<file path="src/hw/flp_consts.svh">
// named constants shared by the flash link device end and host end
`ifndef FLP_CONSTS_SVH
`define FLP_CONSTS_SVH

// opcodes fixed by the command set
`define FLP_OP_LOCK_ALL 8'h7E
`define FLP_OP_UNLOCK_ALL 8'h98
`define FLP_OP_READ_PARAM 8'h5A

// frame layout
`define FLP_BIT_FIRST 3'h0
`define FLP_BIT_LAST 3'h7
`define FLP_ONE_BYTE 2'h1
`define FLP_BYTE_SAT 2'h2
`define FLP_ADDR_LAST 2'h2
`define FLP_HDR_BITS_SHORT 12'h008
`define FLP_HDR_BITS_LONG 12'h028
`define FLP_DUMMY_BYTE 8'h00

// sampled pin vector {si, sclk, cs_n} and its idle level
`define FLP_PIN_CS 0
`define FLP_PIN_SCK 1
`define FLP_PIN_SI 2
`define FLP_PIN_IDLE 3'h1

// parameter table contents
`define FLP_TBL_LEN 24'h000018
`define FLP_SIG0 8'h53
`define FLP_SIG1 8'h46
`define FLP_SIG2 8'h44
`define FLP_SIG3 8'h50
`define FLP_REV_MINOR 8'h00
`define FLP_REV_MAJOR 8'h01
`define FLP_NUM_HDR 8'h01
`define FLP_UNUSED 8'hFF
`define FLP_STD_ID 8'h00
`define FLP_LEN0 8'h09
`define FLP_PTR0 8'h30
`define FLP_LEN1 8'h04
`define FLP_PTR1 8'h60
`define FLP_ZERO 8'h00

// host register map, byte addresses
`define FLP_APB_AW 8
`define FLP_REG_CMD 8'h00
`define FLP_REG_ADDR 8'h04
`define FLP_REG_RXDATA 8'h08
`define FLP_REG_STATUS 8'h0C
`define FLP_REG_IRQ_STAT 8'h10
`define FLP_REG_IRQ_CLR 8'h14
`define FLP_REG_IRQ_EN 8'h18

// host register fields
`define FLP_CMD_OP_MSB 7
`define FLP_CMD_OP_LSB 0
`define FLP_CMD_LONG_BIT 8
`define FLP_CMD_NB_MSB 23
`define FLP_CMD_NB_LSB 16
`define FLP_ADDR_MSB 23
`define FLP_IRQ_W 2
`define FLP_IRQ_DONE 0
`define FLP_IRQ_REFUSED 1

// host timing: least half period of the link clock in clk cycles
`define FLP_HALF_MIN 6

`endif

</file>
<file path="src/hw/flp_pkg.sv">
// types shared by the flash link device end and host end
package flp_pkg;

	typedef enum logic [2:0] {
		DS_CMD = 3'b000,
		DS_ADDR = 3'b001,
		DS_DUMMY = 3'b010,
		DS_DATA = 3'b011,
		DS_IGNORE = 3'b100
	} flp_dev_st_e;

	typedef enum logic [1:0] {
		HS_IDLE = 2'b00,
		HS_SHIFT = 2'b01,
		HS_TAIL = 2'b10,
		HS_GAP = 2'b11
	} flp_host_st_e;

	typedef logic [7:0] flp_byte_t;

endpackage : flp_pkg

</file>
<file path="src/hw/flp_link_if.sv">
// serial link between the flash device end and its host end
`timescale 1ns/1ps
interface flp_link_if;
	logic cs_n;
	logic sclk;
	logic si;
	logic so;
	logic so_oe;

	modport dev (
		input cs_n,
		input sclk,
		input si,
		output so,
		output so_oe
	);

	modport host (
		output cs_n,
		output sclk,
		output si,
		input so
	);
endinterface : flp_link_if

</file>
<file path="src/hw/flp_dev.sv">
// flash device end: gang lock, fail flags, busy output, parameter table
`timescale 1ns/1ps
`include "flp_consts.svh"
module flp_dev #(
	parameter int NUM_BLOCKS = 128,
	parameter flp_pkg::flp_byte_t OP_WRITE_EN = 8'hA0,
	parameter flp_pkg::flp_byte_t OP_CLEAR_FAIL = 8'hA1,
	parameter flp_pkg::flp_byte_t OP_BUSY_ON = 8'hA2,
	parameter flp_pkg::flp_byte_t OP_BUSY_OFF = 8'hA3,
	// arbitrary value
	parameter flp_pkg::flp_byte_t VENDOR_ID = 8'hA5
) (
	// clock, reset, enable
	input wire logic clk,
	input wire logic nrst,
	input wire logic ce,
	// serial link
	flp_link_if.dev link,
	// array state from the rest of the device
	input wire logic block_protect_select,
	input wire logic continuous_program_mode,
	input wire logic busy,
	input wire logic prog_fail_set,
	input wire logic erase_fail_set,
	// state shown to the rest of the device
	output logic [NUM_BLOCKS-1:0] block_lock,
	output logic prog_failed,
	output logic erase_failed,
	output logic write_enable_latch,
	output logic busy_output_en
);
	import flp_pkg::*;

	if (NUM_BLOCKS < 1) begin : g_bad_blocks
		$error("NUM_BLOCKS must be at least 1");
	end

	localparam int IDXW = $clog2(`FLP_TBL_LEN);
	localparam flp_byte_t TBL [0:`FLP_TBL_LEN-1] = '{
		`FLP_SIG0, `FLP_SIG1, `FLP_SIG2, `FLP_SIG3,
		`FLP_REV_MINOR, `FLP_REV_MAJOR, `FLP_NUM_HDR, `FLP_UNUSED,
		`FLP_STD_ID, `FLP_REV_MINOR, `FLP_REV_MAJOR, `FLP_LEN0,
		`FLP_PTR0, `FLP_ZERO, `FLP_ZERO, `FLP_UNUSED,
		VENDOR_ID, `FLP_REV_MINOR, `FLP_REV_MAJOR, `FLP_LEN1,
		`FLP_PTR1, `FLP_ZERO, `FLP_ZERO, `FLP_UNUSED
	};

	// **********************************************************
	// pin sampling
	// **********************************************************
	logic [2:0] pin_a_q;
	logic [2:0] pin_b_q;
	logic [2:0] pin_c_q;
	logic [2:0] pin_st_q;
	logic [2:0] pin_prev_q;
	logic [2:0] agree;
	logic cs_n_st;
	logic sck_rise;
	logic sck_fall;
	logic cs_rise;

	// a level counts only once the second and third stages agree
	assign agree = ~(pin_b_q ^ pin_c_q);

	always_ff @(posedge clk or negedge nrst) begin
		if (!nrst) begin
			pin_a_q <= `FLP_PIN_IDLE;
			pin_b_q <= `FLP_PIN_IDLE;
			pin_c_q <= `FLP_PIN_IDLE;
			pin_st_q <= `FLP_PIN_IDLE;
			pin_prev_q <= `FLP_PIN_IDLE;
		end else if (ce) begin
			pin_a_q <= {link.si, link.sclk, link.cs_n};
			pin_b_q <= pin_a_q;
			pin_c_q <= pin_b_q;
			pin_st_q <= (pin_st_q & ~agree) | (pin_c_q & agree);
			pin_prev_q <= pin_st_q;
		end
	end

	assign cs_n_st = pin_st_q[`FLP_PIN_CS];
	assign sck_rise = ~cs_n_st & pin_st_q[`FLP_PIN_SCK]
		& ~pin_prev_q[`FLP_PIN_SCK];
	assign sck_fall = ~cs_n_st & ~pin_st_q[`FLP_PIN_SCK]
		& pin_prev_q[`FLP_PIN_SCK];
	assign cs_rise = cs_n_st & ~pin_prev_q[`FLP_PIN_CS];

	// **********************************************************
	// byte framing
	// **********************************************************
	logic [7:0] rx_sh_q;
	logic [2:0] bit_cnt_q;
	logic [1:0] byte_cnt_q;
	logic [7:0] rx_byte;
	logic byte_done;

	assign rx_byte = {rx_sh_q[6:0], pin_st_q[`FLP_PIN_SI]};
	assign byte_done = sck_rise && bit_cnt_q == `FLP_BIT_LAST;

	always_ff @(posedge clk or negedge nrst) begin
		if (!nrst) begin
			rx_sh_q <= '0;
			bit_cnt_q <= '0;
			byte_cnt_q <= '0;
		end else if (ce) begin
			if (cs_n_st) begin
				bit_cnt_q <= '0;
				byte_cnt_q <= '0;
			end else if (sck_rise) begin
				rx_sh_q <= rx_byte;
				bit_cnt_q <= bit_cnt_q + 3'h1;
				if (byte_done && byte_cnt_q != `FLP_BYTE_SAT) begin
					byte_cnt_q <= byte_cnt_q + 2'h1;
				end
			end
		end
	end

	// **********************************************************
	// frame sequence
	// **********************************************************
	flp_dev_st_e state_q;
	flp_byte_t opcode_q;
	logic [23:0] addr_q;
	logic [1:0] addr_cnt_q;
	logic [2:0] out_cnt_q;
	logic load_out;
	flp_byte_t tbl_byte;

	always_ff @(posedge clk or negedge nrst) begin
		if (!nrst) begin
			state_q <= DS_CMD;
			opcode_q <= '0;
		end else if (ce) begin
			if (cs_n_st) begin
				state_q <= DS_CMD;
			end else if (byte_done) begin
				unique case (state_q)
					DS_CMD: begin
						opcode_q <= rx_byte;
						if (rx_byte == `FLP_OP_READ_PARAM) begin
							state_q <= DS_ADDR;
						end else begin
							state_q <= DS_IGNORE;
						end
					end
					DS_ADDR: begin
						if (addr_cnt_q == `FLP_ADDR_LAST) begin
							state_q <= DS_DUMMY;
						end
					end
					DS_DUMMY: state_q <= DS_DATA;
					DS_DATA: state_q <= DS_DATA;
					DS_IGNORE: state_q <= DS_IGNORE;
					default: state_q <= DS_CMD;
				endcase
			end
		end
	end

	assign load_out = sck_fall && state_q == DS_DATA
		&& out_cnt_q == `FLP_BIT_FIRST;

	always_ff @(posedge clk or negedge nrst) begin
		if (!nrst) begin
			addr_q <= '0;
			addr_cnt_q <= '0;
		end else if (ce) begin
			if (cs_n_st) begin
				addr_cnt_q <= '0;
			end else if (byte_done && state_q == DS_ADDR) begin
				addr_q <= {addr_q[15:0], rx_byte};
				addr_cnt_q <= addr_cnt_q + 2'h1;
			end else if (load_out) begin
				addr_q <= addr_q + 24'h000001;
			end
		end
	end

	// beyond the two headers the table is not held here
	assign tbl_byte = (addr_q < `FLP_TBL_LEN) ? TBL[addr_q[IDXW-1:0]]
		: `FLP_UNUSED;

	// **********************************************************
	// serial output
	// **********************************************************
	logic [7:0] out_sh_q;
	logic dbit_q;
	logic so_q;
	logic so_oe_q;
	logic reading;
	logic busy_drive;
	logic busy_out_en_q;

	always_ff @(posedge clk or negedge nrst) begin
		if (!nrst) begin
			out_cnt_q <= '0;
			out_sh_q <= '0;
			dbit_q <= 1'b0;
		end else if (ce) begin
			if (cs_n_st) begin
				out_cnt_q <= '0;
			end else if (sck_fall && state_q == DS_DATA) begin
				out_cnt_q <= out_cnt_q + 3'h1;
				if (load_out) begin
					dbit_q <= tbl_byte[7];
					out_sh_q <= {tbl_byte[6:0], 1'b0};
				end else begin
					dbit_q <= out_sh_q[7];
					out_sh_q <= {out_sh_q[6:0], 1'b0};
				end
			end
		end
	end

	// ready/busy only between frames so it never fights table data
	assign reading = ~cs_n_st && state_q == DS_DATA;
	assign busy_drive = continuous_program_mode && busy_out_en_q
		&& cs_n_st;

	always_ff @(posedge clk or negedge nrst) begin
		if (!nrst) begin
			so_q <= 1'b1;
			so_oe_q <= 1'b0;
		end else if (ce) begin
			so_q <= reading ? dbit_q : ~busy;
			so_oe_q <= reading | busy_drive;
		end
	end

	assign link.so = so_q;
	assign link.so_oe = so_oe_q;

	// **********************************************************
	// single-byte commands
	// **********************************************************
	logic single;
	logic wel_q;
	logic lock_go;
	logic unlock_go;
	logic clear_go;
	logic [NUM_BLOCKS-1:0] lock_q;
	logic prog_failed_q;
	logic erase_failed_q;

	// executes only on a frame of exactly one whole byte
	assign single = cs_rise && byte_cnt_q == `FLP_ONE_BYTE
		&& bit_cnt_q == `FLP_BIT_FIRST && state_q == DS_IGNORE;
	assign lock_go = single && opcode_q == `FLP_OP_LOCK_ALL
		&& block_protect_select && wel_q;
	assign unlock_go = single && opcode_q == `FLP_OP_UNLOCK_ALL
		&& block_protect_select && wel_q;
	assign clear_go = single && opcode_q == OP_CLEAR_FAIL;

	always_ff @(posedge clk or negedge nrst) begin
		if (!nrst) begin
			wel_q <= 1'b0;
		end else if (ce) begin
			if (single && opcode_q == OP_WRITE_EN) begin
				wel_q <= 1'b1;
			end else if (lock_go || unlock_go) begin
				wel_q <= 1'b0;
			end
		end
	end

	always_ff @(posedge clk or negedge nrst) begin
		if (!nrst) begin
			lock_q <= '1;
		end else if (ce) begin
			if (lock_go) begin
				lock_q <= '1;
			end else if (unlock_go) begin
				lock_q <= '0;
			end
		end
	end

	// a failure reported in the clearing cycle survives the clear
	always_ff @(posedge clk or negedge nrst) begin
		if (!nrst) begin
			prog_failed_q <= 1'b0;
			erase_failed_q <= 1'b0;
		end else if (ce) begin
			prog_failed_q <= prog_fail_set
				| (prog_failed_q & ~clear_go);
			erase_failed_q <= erase_fail_set
				| (erase_failed_q & ~clear_go);
		end
	end

	always_ff @(posedge clk or negedge nrst) begin
		if (!nrst) begin
			busy_out_en_q <= 1'b0;
		end else if (ce) begin
			if (single && opcode_q == OP_BUSY_ON) begin
				busy_out_en_q <= 1'b1;
			end else if (single && opcode_q == OP_BUSY_OFF) begin
				busy_out_en_q <= 1'b0;
			end
		end
	end

	assign block_lock = lock_q;
	assign prog_failed = prog_failed_q;
	assign erase_failed = erase_failed_q;
	assign write_enable_latch = wel_q;
	assign busy_output_en = busy_out_en_q;
endmodule : flp_dev

</file>
<file path="src/flat_wrapper.sv">
// flat-port wrapper written by rule: the top's interface ports become plain ports
module flp_dev_flat import flp_pkg::*;
#(
	parameter int NUM_BLOCKS = 128,
	parameter flp_pkg::flp_byte_t OP_WRITE_EN = 8'hA0,
	parameter flp_pkg::flp_byte_t OP_CLEAR_FAIL = 8'hA1,
	parameter flp_pkg::flp_byte_t OP_BUSY_ON = 8'hA2,
	parameter flp_pkg::flp_byte_t OP_BUSY_OFF = 8'hA3,
	                  
	parameter flp_pkg::flp_byte_t VENDOR_ID = 8'hA5
)
  (clk, nrst, ce, block_protect_select, continuous_program_mode, busy, prog_fail_set, erase_fail_set, block_lock, prog_failed, erase_failed, write_enable_latch, busy_output_en, link_cs_n, link_sclk, link_si, link_so, link_so_oe);
  flp_link_if link_i ();
  input wire logic clk;
  input wire logic nrst;
  input wire logic ce;
  input wire logic block_protect_select;
  input wire logic continuous_program_mode;
  input wire logic busy;
  input wire logic prog_fail_set;
  input wire logic erase_fail_set;
  output logic [NUM_BLOCKS-1:0] block_lock;
  output logic prog_failed;
  output logic erase_failed;
  output logic write_enable_latch;
  output logic busy_output_en;
  input wire logic [$bits(link_i.cs_n)-1:0] link_cs_n;
  input wire logic [$bits(link_i.sclk)-1:0] link_sclk;
  input wire logic [$bits(link_i.si)-1:0] link_si;
  output wire logic [$bits(link_i.so)-1:0] link_so;
  output wire logic [$bits(link_i.so_oe)-1:0] link_so_oe;
  assign link_i.cs_n = link_cs_n;
  assign link_i.sclk = link_sclk;
  assign link_i.si = link_si;
  assign link_so = link_i.so;
  assign link_so_oe = link_i.so_oe;
  flp_dev #(.NUM_BLOCKS(NUM_BLOCKS), .OP_WRITE_EN(OP_WRITE_EN), .OP_CLEAR_FAIL(OP_CLEAR_FAIL), .OP_BUSY_ON(OP_BUSY_ON), .OP_BUSY_OFF(OP_BUSY_OFF), .VENDOR_ID(VENDOR_ID)) u_core (.clk(clk), .nrst(nrst), .ce(ce), .link(link_i), .block_protect_select(block_protect_select), .continuous_program_mode(continuous_program_mode), .busy(busy), .prog_fail_set(prog_fail_set), .erase_fail_set(erase_fail_set), .block_lock(block_lock), .prog_failed(prog_failed), .erase_failed(erase_failed), .write_enable_latch(write_enable_latch), .busy_output_en(busy_output_en));
endmodule
</file>
<file path="config.mk">
export PLATFORM = sky130hd
export DESIGN_NAME = flp_dev_flat
export DESIGN_NICKNAME = d
export VERILOG_FILES = /design/src/hw/flp_pkg.sv /design/src/hw/flp_link_if.sv /design/src/hw/flp_dev.sv /design/src/flat_wrapper.sv
export VERILOG_INCLUDE_DIRS = /design/src /design/src/hw
export SDC_FILE = /design/constraint.sdc
export NUM_CORES = 1
export LEC_CHECK = 0
export BUFFER_PORTS_ARGS = -buffer_cell sky130_fd_sc_hd__buf_2
export CORE_UTILIZATION = 50
export CTS_BUF_LIST = sky130_fd_sc_hd__clkbuf_2 sky130_fd_sc_hd__clkbuf_4 sky130_fd_sc_hd__clkbuf_8
export DETAILED_ROUTE_END_ITERATION = 8
export PLACE_DENSITY = 0.88
export SYNTH_ARGS = -nofsm -noshare
export SYNTH_HDL_FRONTEND = slang
export SYNTH_SLANG_ARGS = --single-unit
</file>
<file path="constraint.sdc">
create_clock -name clk -period 2.1 [get_ports clk]
set_input_delay 0.21 -clock clk [delete_from_list [all_inputs] [get_ports clk]]
set_output_delay 0.21 -clock clk [all_outputs]
set_load 0.01 [all_outputs]
</file>
=== Word-level counts from Yosys, hierarchy flattened ===
Memories as Yosys holds them, arrays and structs flattened.
Index checks and enable logic that the tools add are counted.

* Register bits after elaboration: 209
* Bits in latches: 0
* Bits in writable memories: 0
* Bits in read-only memories: 256
* Output and inout port bits: 134
* Word-level logic and storage cells: 144
* Memories: 1

* $add $sub $neg: 5
* $mul: 0
* Divide/modulo/power cells: 0
* Magnitude comparators: 2
* Eq/ne operators: 16
* Shifts and indexed selects: 0
* Muxes and demuxes: 28
* Bitwise operators: 23
* Reduce and logical (&&, ||, !) cells: 47

{| class="wikitable"
|+ Memory list
! name !! depth !! bits a word !! read ports !! clocked after Yosys merged registers in !! write ports !! RTL line !! text
|-
| (name not given) || 32 || 8 || 1 || 0 || 0 || flp_dev.sv:181 || <nowiki>assign tbl_byte = (addr_q < `FLP_TBL_LEN) ? TBL[addr_q[IDXW-1:0]]</nowiki>
|}

{| class="wikitable"
|+ Operators with widths
! kind !! number
|-
| $mux 128 || 2
|-
| $mux 24 || 2
|-
| $eq 8x8->1 const B || 5
|-
| $mux 8 || 4
|-
| $add 24x1->24 const B || 1
|-
| $lt 24x5->1 const B || 1
|-
| $mux 3 || 8
|-
| $logic_and 1x1->1 || 21
|-
| $reduce_bool 2->1 || 9
|-
| $eq 8x7->1 const B || 2
|-
| $reduce_and 3->1 || 5
|-
| $pmux 3 s4 || 1
|-
| $reduce_and 2->1 || 6
|-
| $mux 2 || 5
|-
| $logic_not 3->1 || 3
|-
| $and 1x1->1 || 7
|-
| $add 3x1->3 const B || 2
|-
| $and 3x3->3 || 2
|-
| $eq 3x2->1 const B || 2
|-
| $eq 3x3->1 const B || 2
|-
| $ge 6x6->1 const B || 1
|-
| $mux 1 || 6
|-
| $not 1->1 || 6
|-
| $not 3->3 || 2
|-
| other kinds (13) || 16
|}

=== Logic depth before layout (Yosys ltp) ===
Gate-level depths: netlist (run 1).

* Depth in word-level cells: 11
* Mapped depth: 9
* Depth with buffers taken out: 7

=== Worst setup path after synthesis (run 1) ===
No wires, ideal clock.

* Path type: reg-to-output
* Start: reg, netlist name u_core.block_lock[126]
* End: out block_lock[100]
* Data arrival time: 1.889 ns
* Required time: 1.890 ns
* Path slack: 0.001 ns
* Stages on the path, launching flop included: 2
* Path buffers: 1
* Path through: dfstp_2 buf_4

{| class="wikitable"
|+ RTL lines
! element !! RTL line !! text
|-
| end: declaration || flat_wrapper.sv:22 || <nowiki>output logic [NUM_BLOCKS-1:0] block_lock;</nowiki>
|}

=== Final worst setup path (run 1) ===
* Start: reg u_core.bit_cnt_q[0]
* End: reg u_core.prog_failed_q, in the netlist u_core.prog_failed

* Word-level cells in the longest chain between the ends: 7

{| class="wikitable"
|+ RTL lines
! element !! RTL line !! text
|-
| start: declaration || flp_dev.sv:92 || <nowiki>logic [2:0] bit_cnt_q;</nowiki>
|-
| start signal: assignment || flp_dev.sv:111 || <nowiki>bit_cnt_q <= bit_cnt_q + 3'h1;</nowiki>
|-
| $logic_not 3->1 (no source line) || - ||
|-
| $logic_and 1x1->1 (no source line) || - ||
|-
| $logic_and 1x1->1 || flp_dev.sv:247 || <nowiki>assign single = cs_rise && byte_cnt_q == `FLP_ONE_BYTE</nowiki>
|-
| $logic_and 1x1->1 || flp_dev.sv:253 || <nowiki>assign clear_go = single && opcode_q == OP_CLEAR_FAIL;</nowiki>
|-
| $not 1->1 || flp_dev.sv:286 || <nowiki>| (prog_failed_q & ~clear_go);</nowiki>
|-
| $and 1x1->1 || flp_dev.sv:286 ||
|-
| $or 1x1->1 || flp_dev.sv:286 ||
|-
| end signal: assignment || flp_dev.sv:285 || <nowiki>prog_failed_q <= prog_fail_set</nowiki>
|-
| end: declaration || flp_dev.sv:243 || <nowiki>logic prog_failed_q;</nowiki>
|}

Every way passes these cells.
A chain may end at the register's enable or synchronous reset.

==> impl_metrics.ini, run 1 <==
[cts]
cts-htree-levels = 3
tritoncts = done
clk-insertion-delay-late_ps = 370
max-clock-path-buffers = 2
clkTransAtPathRegs_ps = 100
number_of_buffers_created_by_cts = 9
cts.sink_count = 81
clk_root_buffer_cell = sky130_fd_sc_hd__clkbuf_8

[floorplan]
ios = 145
fp.coreArea_mm2 = 0.0108
initial_core_util_pct = 51.2
die_width_um = 107
die_h_um = 107
die-area_mm2 = 0.0115
placement_rows = 38

[yosys]
flop_and_latch_count_out_of_synthesis = 81
yosys_warnings = 0
synth_top_cell_area_share_pct = 33.5
synth.lib_cells_used.distinct = 69
seq_area_frac_synth_pct = 36.9
postSynthNetCount = 633
syn_area_mm2 = 0.00552
synthFlopType = sky130_fd_sc_hd__dfrtp_1
leading_cell_types_by_total_area_after_synthesis = sky130_fd_sc_hd__dfrtp_1 (34%), sky130_fd_sc_hd__buf_4 (18%), sky130_fd_sc_hd__mux2_2 (4.7%)
synthDominantAreaCellType = sky130_fd_sc_hd__dfrtp_1
ys_async_sr_fraction_pct = 100
yosys.cell_count.top_type = sky130_fd_sc_hd__buf_4
syn_inst = 608
syn_avg_cell_area_um2 = 9.09
netlist_top_cells_count = sky130_fd_sc_hd__buf_4 (132), sky130_fd_sc_hd__dfrtp_1 (74), sky130_fd_sc_hd__o21ai_0 (49)
number_of_enable_flip_flop_cells_after_synthesis = 0

[cells_and_area]
flow.area_growth_from_synthesis_pct = 5.98
final_area_mm2 = 0.00585
post_route_cells_drive_above_1_share_pct = 38.7
multi_input_logic_area_mm2 = 0.00234
layout.filler_cells = 896
final_net_count = 666
antennaDiodeCount = 0
sequential_cell_area_mm2 = 0.00204

[timing]
report.final.hold_viol_count = 0
rsz0062_at_grt = false
timing_worst_slew_pin_value_ps = 499
sum_of_negative_setup_slack_ps = 0
min_period_ps = 2030
finalCritPeriodShare_pct = 96.5
whs_ps = 69.6
max_slew_margin_pct = 66.3
setup_viol = 0
slew_violations = 0
maxClockFrequency_ghz = 0.493
timing.clock.skew_ps = 12.6

[global_routing]
number_of_antenna_violations_at_the_first_check_in_global_routing = 0
globalRoute.totalOverflow = 0
grt.total_usage_pct = 21.8
first_global_vias = 4072
grt_pass1_wl_um = 19700
maximum_number_of_pins_on_one_net_before_global_route_repair = 101

[routing]
drt_first_pass_iters = 5
vias = 4558
route.detailed.drc = 0
post_drt_wl_per_cell_um = 15.9
detailedRoute.firstIterationViolations = 299
routed_wirelength_um = 12500
average_via_count_per_standard_cell = 5.80
ant_nets = 0

[placed_design]
placedInstanceArea_mm2 = 0.00559
placement.io_buffers = 144
place.detailed.hpwl_um = 8870
place.gp.congestion = 0.915

[power]
finalPower_w = 0.00366
pwr_density_cell_mw_per_mm2 = 625
leakage_nw = 2.96
vdd.ir_drop.worst_mv = 0.656

[worst_hold_path]
min-delay-path-class = in -> reg
whs_path_depth = 2

[critical_path]
worstSetupStartpointType = flop
r2r_cells = 8
timing.critical_path.fanout_max = 4
worst-endpoint-arrival_ps = 2290
cp_data_required_time_ps = 2360
endpoint_kind = flop
timing.setup.critical_path_class = reg -> reg

[status]
status = finished clean

[flow_run]
drv.max_cap_violation_count = 0
## cell families after synthesis
kind of cell / count (synthesis) / share of synthesized area, %
mux: 25 / 5.28
flops: 81 / 36.9
xor+xnor: 1 / 0.159
compound gates: 149 / 16.5
fa+ha+maj: 14 / 3.17
simple gates: 163 / 16.7
buf+inv: 175 / 21.3
## report_power, final
group | switching, W | internal, W | total, W
sequential | 0.000168 | 0.00173 | 0.00189
combinational | 0.000337 | 0.000288 | 0.000625
clock | 0.000671 | 0.000469 | 0.00114
total | 0.00117 | 0.00248 | 0.00366
## critical path, stage by stage, from the launching register on
cell and delay, ps:
sky130_fd_sc_hd__dfrtp_1 410, sky130_fd_sc_hd__buf_4 150, sky130_fd_sc_hd__inv_1 60, sky130_fd_sc_hd__ha_1 140, sky130_fd_sc_hd__nor4b_1 430, sky130_fd_sc_hd__nand4_1 260
sky130_fd_sc_hd__nor2_1 140, sky130_fd_sc_hd__nand2_1 120, sky130_fd_sc_hd__a22o_1 190
## path summary, 6_finish.rpt
| path | startpoint | to | slack (ps) |
|---|---|---|---|
| max reg2reg | u_core.bit_cnt_q[0] | u_core.prog_failed | 70 |
| min in group asynchronous | nrst | u_core.addr_q[16] | 250 |
| max | u_core.bit_cnt_q[0] | u_core.prog_failed | 70 |
| min reg2reg | u_core.pin_prev_q[0] | u_core.pin_prev_q[0] | 490 |
| min | prog_fail_set | u_core.prog_failed | 70 |
| max in group asynchronous | nrst | u_core.block_lock[126] | 1190 |
## repair_timing
item	in CTS	in global routing
endpoints found under the hold margin	15	0
resized for setup	1	7
hold buffers	1	0
pin swaps	0	4
endpoints found under the setup margin	1	26
setup buffers	0	4
## state kept, by name, summed over array words and instances (netlist names), 2 cells and up, named ones only
name,count
u_core.addr_q,24
u_core.opcode_q,8
u_core.out_sh_q,7
u_core.rx_sh_q,7
u_core.bit_cnt_q,3
u_core.out_cnt_q,3
u_core.pin_a_q,3
u_core.pin_b_q,3
u_core.pin_c_q,3
u_core.state_q,3
u_core.addr_cnt_q,2
u_core.byte_cnt_q,2
u_core.pin_prev_q,2
## per-stage QoR
stage / util (%) / setup slack [ps] / instances
2_1_floorplan: - / 1.41 / 608
3_3_place_gp: 51.8 / 57.4 / 765
3_5_place_dp: 51.8 / 27.3 / 765
4_1_cts: 53.7 / 7.09 / 782
5_1_grt: 54.2 / 3.27 / 786
6_report: 54.2 / 73.1 / 786
## layout by cell type (no fill, tap or decap), types with 5 or more instances in the layout
| cell | instances |
|---|---|
| sky130_fd_sc_hd__buf_2 | 143 |
| sky130_fd_sc_hd__dfrtp_1 | 74 |
| sky130_fd_sc_hd__o21ai_0 | 49 |
| sky130_fd_sc_hd__nand2_1 | 41 |
| sky130_fd_sc_hd__a21oi_1 | 37 |
| sky130_fd_sc_hd__nor2_1 | 31 |
| sky130_fd_sc_hd__buf_4 | 30 |
| sky130_fd_sc_hd__nand3_1 | 24 |
| sky130_fd_sc_hd__mux2_2 | 23 |
| sky130_fd_sc_hd__inv_1 | 18 |
| sky130_fd_sc_hd__o22ai_1 | 17 |
| sky130_fd_sc_hd__ha_1 | 13 |
| sky130_fd_sc_hd__nand4_1 | 11 |
| sky130_fd_sc_hd__clkbuf_8 | 9 |
| sky130_fd_sc_hd__nor3_1 | 7 |
| sky130_fd_sc_hd__dfstp_2 | 7 |
| sky130_fd_sc_hd__nor4_1 | 5 |
| sky130_fd_sc_hd__a31oi_1 | 5 |
## final cells by class
class	count	share of cell area (%)
multi-input combinational	352	40.0
tap	140	2.99
inverter	18	1.15
sequential	81	34.8
timing repair buffer	179	17.8
clock inverter	7	1.18
clock buffer	9	2.12
## metal layers
metal	GRT usage [%]	wire [µm]	share of wire, %
met2	36.4	6280	50
met4	9.88	363	2.9
met3	3.89	680	5.4
met1	27.4	5150	41
met5	0	0	0
Note: power is estimated with default switching activity, not from simulation.
==> run 2: changes to the inputs <==
--- a/config.mk
+++ b/config.mk
@@ -10,7 +10,8 @@
 export CORE_UTILIZATION = 50
 export CTS_BUF_LIST = sky130_fd_sc_hd__clkbuf_2 sky130_fd_sc_hd__clkbuf_4 sky130_fd_sc_hd__clkbuf_8
 export DETAILED_ROUTE_END_ITERATION = 8
-export PLACE_DENSITY = 0.88
+export PLACE_DENSITY_LB_ADDON = 0.3
+export SETUP_SLACK_MARGIN = 0.1
 export SYNTH_ARGS = -nofsm -noshare
 export SYNTH_HDL_FRONTEND = slang
 export SYNTH_SLANG_ARGS = --single-unit
==> run 2 against run 1 <==
Compared with the run above:
- setup slack better by 70 ps
- total power is 1.7% higher
- die area stayed put
- sequential cell count stayed put
- via count is 4.2% lower
- clock power is 6% higher
- sequential share of layout area is 0.62 points lower
- fmax is 3.6% higher
- global-route usage hardly changed
- register-to-register slack better by 70 ps
- critical path type unchanged
- highest routed layer unchanged
==> impl_metrics.ini, run 2 (synthesized netlist as in run 1, its figures left out) <==
[power]
vdd.ir_drop.worst_mv = 0.415
finalPower_w = 0.00372
pwr_density_cell_mw_per_mm2 = 623
leakage_nw = 3.00

[cells_and_area]
largest_reg_flops = 24
layout_commonest_cell = sky130_fd_sc_hd__buf_2
sequential_cell_area_mm2 = 0.00204
layout.filler_cells = 962
final_cell_count_no_fill = 794
finish.utilization_pct = 55.4
antennaDiodeCount = 0
final_net_count = 674
largest_register = u_core.addr_q
biggestRegsByFlops = u_core.addr_q (24), u_core.opcode_q (8)
flow.area_growth_from_synthesis_pct = 8.18
layout.cells.most_common_list = sky130_fd_sc_hd__buf_2 (143), sky130_fd_sc_hd__dfrtp_1 (73), sky130_fd_sc_hd__o21ai_0 (45), sky130_fd_sc_hd__nand2_1 (41)
multi_input_logic_area_mm2 = 0.00238
post_route_cells_drive_above_1_share_pct = 39.9

[floorplan]
die_width_um = 107
fp.coreArea_mm2 = 0.0108
die-area_mm2 = 0.0115
die_h_um = 107
placement_rows = 38
initial_core_util_pct = 51.2
ios = 145

[critical_path]
r2r_cells = 7
timing.setup.critical_path_class = reg -> reg
rr_startpoint = u_core.bit_cnt_q[1]
cp_data_required_time_ps = 2370
critical_path.slowest_cell = sky130_fd_sc_hd__or4_1
r2r-end = u_core.addr_q[13]
critical_path.cell_chain = ha_2 -> ha_4 -> and4bb_4 -> and3_4 -> or4_1 -> o21ai_1 -> a21oi_1
timing.critical_path.fanout_max = 6
worst-endpoint-arrival_ps = 2220
timing.critical_path.max_delay_family = simple AND/OR/NAND/NOR gates
reg2reg_setup_slack_ps = 140
endpoint_kind = flop
worstSetupStartpointType = flop
cpPeakStageDelay_ps = 520
cp.buffers_inverters = 0

[routing]
vias = 4365
average_via_count_per_standard_cell = 5.50
drt_first_pass_iters = 5
detailedRoute.firstIterationViolations = 260
post_drt_wl_per_cell_um = 15.5
ant_nets = 0
routed_wirelength_um = 12300
route.detailed.drc = 0

[cts]
clk-insertion-delay-late_ps = 370
number_of_buffers_created_by_cts = 9
clkTransAtPathRegs_ps = 100
tritoncts = done
max-clock-path-buffers = 2
clk_root_buffer_cell = sky130_fd_sc_hd__clkbuf_8
cts-htree-levels = 3
cts.sink_count = 81

[worst_hold_path]
whs_path_depth = 2
worstHoldEndpoint = u_core.pin_a_q[1]
timing.hold.worst.start = link_sclk
min-delay-path-class = in -> reg

[placed_design]
place.gp.congestion = 0.869
numPlacedInstances = 767
place.detailed.hpwl_um = 8560
placement.setup.worst_slack_ps = -12.6
placement.io_buffers = 144

[global_routing]
number_of_antenna_violations_at_the_first_check_in_global_routing = 0
first_global_vias = 3997
maximum_number_of_pins_on_one_net_before_global_route_repair = 130
grt_pass1_wl_um = 19800
globalRoute.totalOverflow = 0
grt.total_usage_pct = 21.8

[timing]
finalCritPeriodShare_pct = 93.2
timing_worst_slew_pin_value_ps = 521
min_period_ps = 1960
rsz0062_at_grt = true
slew_violations = 0
whs_ps = 71.5
maxClockFrequency_ghz = 0.511
timing.clock.skew_ps = 18.1
postLayoutSetupSlackWorst_ps = 143
setup_viol = 0
report.final.hold_viol_count = 0
max_slew_margin_pct = 65.3

[status]
status = finished clean

[flow_run]
drv.max_cap_violation_count = 0
run 2: repair_timing:
action / CTS / global route
pin swaps: 1 / 4
cloned: 0 / 0
endpoints found under the setup margin: 17 / 161
setup buffers: 4 / 6
gates resized for setup: 4 / 17
hold buffers: 1 / 0
endpoints found under the hold margin: 33 / 0
run 2: power by group:
| part | switching (W) | leakage (nW) | internal (W) |
|---|---|---|---|
| logic | 0.000315 | 1.84 | 0.000305 |
| clock network | 0.000619 | 0.107 | 0.000586 |
| registers | 0.000170 | 1.05 | 0.00173 |
| total | 0.00110 | 3.00 | 0.00262 |
run 2: metrics by stage:
stage                     cell area, µm²  TNS (ps)
after global routing                5980         0
after floorplan                     5530         0
after CTS                           5850         0
after detailed placement            5590     -14.8
final                               5980         0
after global placement              5590         0
run 2: worst reg2reg max path, stage by stage (launching register included):
cell,delay [ps]
sky130_fd_sc_hd__dfrtp_1,410
sky130_fd_sc_hd__ha_2,220
sky130_fd_sc_hd__ha_4,160
sky130_fd_sc_hd__and4bb_4,220
sky130_fd_sc_hd__and3_4,180
sky130_fd_sc_hd__or4_1,520
sky130_fd_sc_hd__o21ai_1,90
sky130_fd_sc_hd__a21oi_1,70
run 2: final cells by class:
class / count / area share, %
Clock inverter: 6 / 1.11
Multi-Input combinational cell: 352 / 39.9
Clock buffer: 10 / 2.30
Tap cell: 140 / 2.93
Timing Repair Buffer: 187 / 18.5
Sequential cell: 81 / 34.1
Inverter: 18 / 1.13
run 2: worst max path at each step:
stage | depth (start not counted) | end | slack (ps) | start
2_1_floorplan | 7 | u_core.addr_q[13] | 160 | u_core.bit_cnt_q[0]
5_1_grt | 6 | u_core.addr_q[14] | 80 | u_core.addr_q[1]
3_5_place_dp | 8 | u_core.addr_q[14] | -10 | u_core.bit_cnt_q[1]
3_3_place_gp | 8 | u_core.addr_q[18] | 40 | u_core.bit_cnt_q[1]
4_1_cts | 7 | u_core.addr_q[13] | 100 | u_core.bit_cnt_q[0]
6_report | 7 | u_core.addr_q[13] | 140 | u_core.bit_cnt_q[1]
run 2: metal layers:
metal | up-vias | GRT usage [%] | routed length (µm)
li1 | 2123 | - | -
met1 | 2097 | 28.0 | 5420
met2 | 128 | 36.7 | 6120
met3 | 17 | 4.07 | 540
met4 | 0 | 7.63 | 190
met5 | - | 0 | 0
==> run 3: changes to the inputs <==
--- a/config.mk
+++ b/config.mk
@@ -6,10 +6,10 @@
 export SDC_FILE = /design/constraint.sdc
 export NUM_CORES = 1
 export LEC_CHECK = 0
-export BUFFER_PORTS_ARGS = -buffer_cell sky130_fd_sc_hd__buf_2
-export CORE_UTILIZATION = 50
+export CORE_UTILIZATION = 58
 export CTS_BUF_LIST = sky130_fd_sc_hd__clkbuf_2 sky130_fd_sc_hd__clkbuf_4 sky130_fd_sc_hd__clkbuf_8
 export DETAILED_ROUTE_END_ITERATION = 8
+export DONT_BUFFER_PORTS = 1
 export PLACE_DENSITY_LB_ADDON = 0.3
 export SETUP_SLACK_MARGIN = 0.1
 export SYNTH_ARGS = -nofsm -noshare
==> run 3 against run 2 <==
Compared with the run above:
- the flow now finishes with violations (hold timing)
- via count is 9.9% lower
- sequential share of layout area is 4.2 points higher
- core utilization is 2.4 points higher
- clock power hardly changed
- wire length is 5.4% lower
- critical path depth is 1 lower
- critical path type unchanged
==> impl_metrics.ini, run 3 (synthesized netlist as in run 1, its figures left out) <==
[status]
status = finished with violations
violations = hold timing

[cts]
max-clock-path-buffers = 2
cts.sink_count = 81
clkTransAtPathRegs_ps = 90
clk_root_buffer_cell = sky130_fd_sc_hd__clkbuf_8
number_of_buffers_created_by_cts = 9
cts-htree-levels = 3
cts-hold-fix-buffers = 6
tritoncts = done
clk-insertion-delay-late_ps = 370

[global_routing]
globalRoute.totalOverflow = 0
grt_pass1_wl_um = 19300
maximum_number_of_pins_on_one_net_before_global_route_repair = 82
grt.total_usage_pct = 24.9
number_of_antenna_violations_at_the_first_check_in_global_routing = 0
first_global_vias = 3851

[routing]
post_drt_wl_per_cell_um = 17.9
detailedRoute.firstIterationViolations = 260
routed_wirelength_um = 11600
route.detailed.drc = 0
ant_nets = 0
vias = 3933
average_via_count_per_standard_cell = 6.08
drt_first_pass_iters = 5

[cells_and_area]
largest_reg_flops = 24
layout_commonest_cell = sky130_fd_sc_hd__dfrtp_1
final_area_mm2 = 0.00533
flow.area_growth_from_synthesis_pct = -3.44
post_route_cells_drive_above_1_share_pct = 24.3
final_cell_count_no_fill = 647
layout.cells.most_common_list = sky130_fd_sc_hd__dfrtp_1 (71), sky130_fd_sc_hd__o21ai_0 (47), sky130_fd_sc_hd__nand2_1 (39), sky130_fd_sc_hd__buf_4 (38), sky130_fd_sc_hd__a21oi_1 (36)
final_net_count = 538
largest_register = u_core.addr_q
antennaDiodeCount = 0
biggestRegsByFlops = u_core.addr_q (24), u_core.opcode_q (8)

[critical_path]
timing.critical_path.fanout_max = 26
worst-endpoint-arrival_ps = 2230
cpPeakStageDelay_ps = 510
endpoint_kind = flop
critical_path.cell_chain = and4bb_2 -> nand3_1 -> a21oi_4 -> buf_12 -> nand2_1 -> a22o_1
timing.setup.critical_path_class = reg -> reg
worstSetupStartpointType = flop
critical_path.slowest_cell = sky130_fd_sc_hd__dfrtp_1
cp_data_required_time_ps = 2360

[power]
finalPower_w = 0.00373
pwr_density_cell_mw_per_mm2 = 699
leakage_nw = 2.26
vdd.ir_drop.worst_mv = 0.783

[placed_design]
place.gp.congestion = 0.865
numPlacedInstances = 612
placedInstanceArea_mm2 = 0.00487
place.detailed.hpwl_um = 7680
placement.setup.worst_slack_ps = 33.2
placement.io_buffers = 0

[worst_hold_path]
min-delay-path-class = in -> async

[timing]
sum_of_negative_setup_slack_ps = 0
setup_viol = 0
maxClockFrequency_ghz = 0.507
postLayoutSetupSlackWorst_ps = 127
max_slew_margin_pct = 41.0
whs_ps = -469
timing.clock.skew_ps = 13.5
slew_violations = 0
finalCritPeriodShare_pct = 94.0
rsz0062_at_grt = true
min_period_ps = 1970
timing_worst_slew_pin_value_ps = 882
report.final.hold_viol_count = 81

[floorplan]
initial_core_util_pct = 59.8
fp.coreArea_mm2 = 0.00924
die_h_um = 99.6
placement_rows = 35
ios = 145
die_width_um = 99.6
die-area_mm2 = 0.00992

[flow_run]
drv.max_cap_violation_count = 0
[run 3: cell count changes in the layout (fill, tap and decap cells not counted), moves of 2 or more]
cell,previous run,this run
sky130_fd_sc_hd__buf_2,143,1
sky130_fd_sc_hd__dlygate4sd3_1,1,6
sky130_fd_sc_hd__o21ai_1,4,1
sky130_fd_sc_hd__buf_4,36,38
sky130_fd_sc_hd__buf_6,3,1
sky130_fd_sc_hd__dfrtp_1,73,71
sky130_fd_sc_hd__dfrtp_2,1,3
sky130_fd_sc_hd__nand2_1,41,39
sky130_fd_sc_hd__nand2_2,0,2
sky130_fd_sc_hd__nand3_2,1,3
sky130_fd_sc_hd__o21ai_0,45,47
sky130_fd_sc_hd__o21ai_2,0,2
[run 3: worst max-delay path, delay by kind of cell, from the launching register on]
family | cells | cell delay, ps
and+or+nand+nor | 3 | 650
DFF | 1 | 510
AOI/OAI and AO/OA | 2 | 500
buffers and inverters | 1 | 190
[run 3: area by class of cell]
cell class              instances  area, µm²
fillers                       811       3910
multi-input cells             353       2400
flip-flops and latches         81       2040
repair buffers                 50        444
well taps                     129        161
clock buffers                  11        151
inverters                      18       67.6
clock inverters                 5       61.3
[run 3: timing repair]
item                                   4_1_cts  5_1_grt
endpoints found under the hold margin      100       81
gates cloned                                 1        0
resized for setup                            2       22
pin swaps                                    2        3
setup endpoints to repair                   16       38
buffers inserted                             2       10
[run 3: worst paths after layout]
| path | from | endpoint | slack [ps] | cells after the start |
|---|---|---|---|---|
| max | u_core.state_q[1] | u_core.addr_q[14] | 130 | 6 |
| min | nrst | u_core.addr_q[22] | -470 | 0 |
| max reg2reg | u_core.state_q[1] | u_core.addr_q[14] | 130 | 6 |
| min reg2reg | u_core.pin_prev_q[0] | u_core.pin_prev_q[0] | 500 | 2 |
| max in group asynchronous | nrst | u_core.block_lock[126] | 2340 | 0 |
| min in group clk | busy | u_core.link.so | 40 | 3 |
[run 3: power breakdown]
group | switching, W | leakage, nW | internal, W
Clock | 0.000601 | 0.110 | 0.000621
Combinational | 0.000277 | 1.11 | 0.000309
Sequential | 0.000191 | 1.05 | 0.00173
Total | 0.00107 | 2.26 | 0.00266
[run 3: through the flow]
step,hold WS [ps],utilization (%)
detailed placement,-83.5,52.7
global placement,-83.5,52.7
CTS,-487,56.0
global route,-501,57.7
finish,-469,57.7
floorplan,-85.6,-
[run 3: routing by layer]
layer / share of wire (%) / up-vias / GRT usage (%)
met5: 0 / - / 0
met4: 2.0 / 0 / 10.1
met3: 6.4 / 22 / 5.41
met2: 48 / 116 / 39.5
met1: 44 / 1940 / 33.4
li1: - / 1855 / -
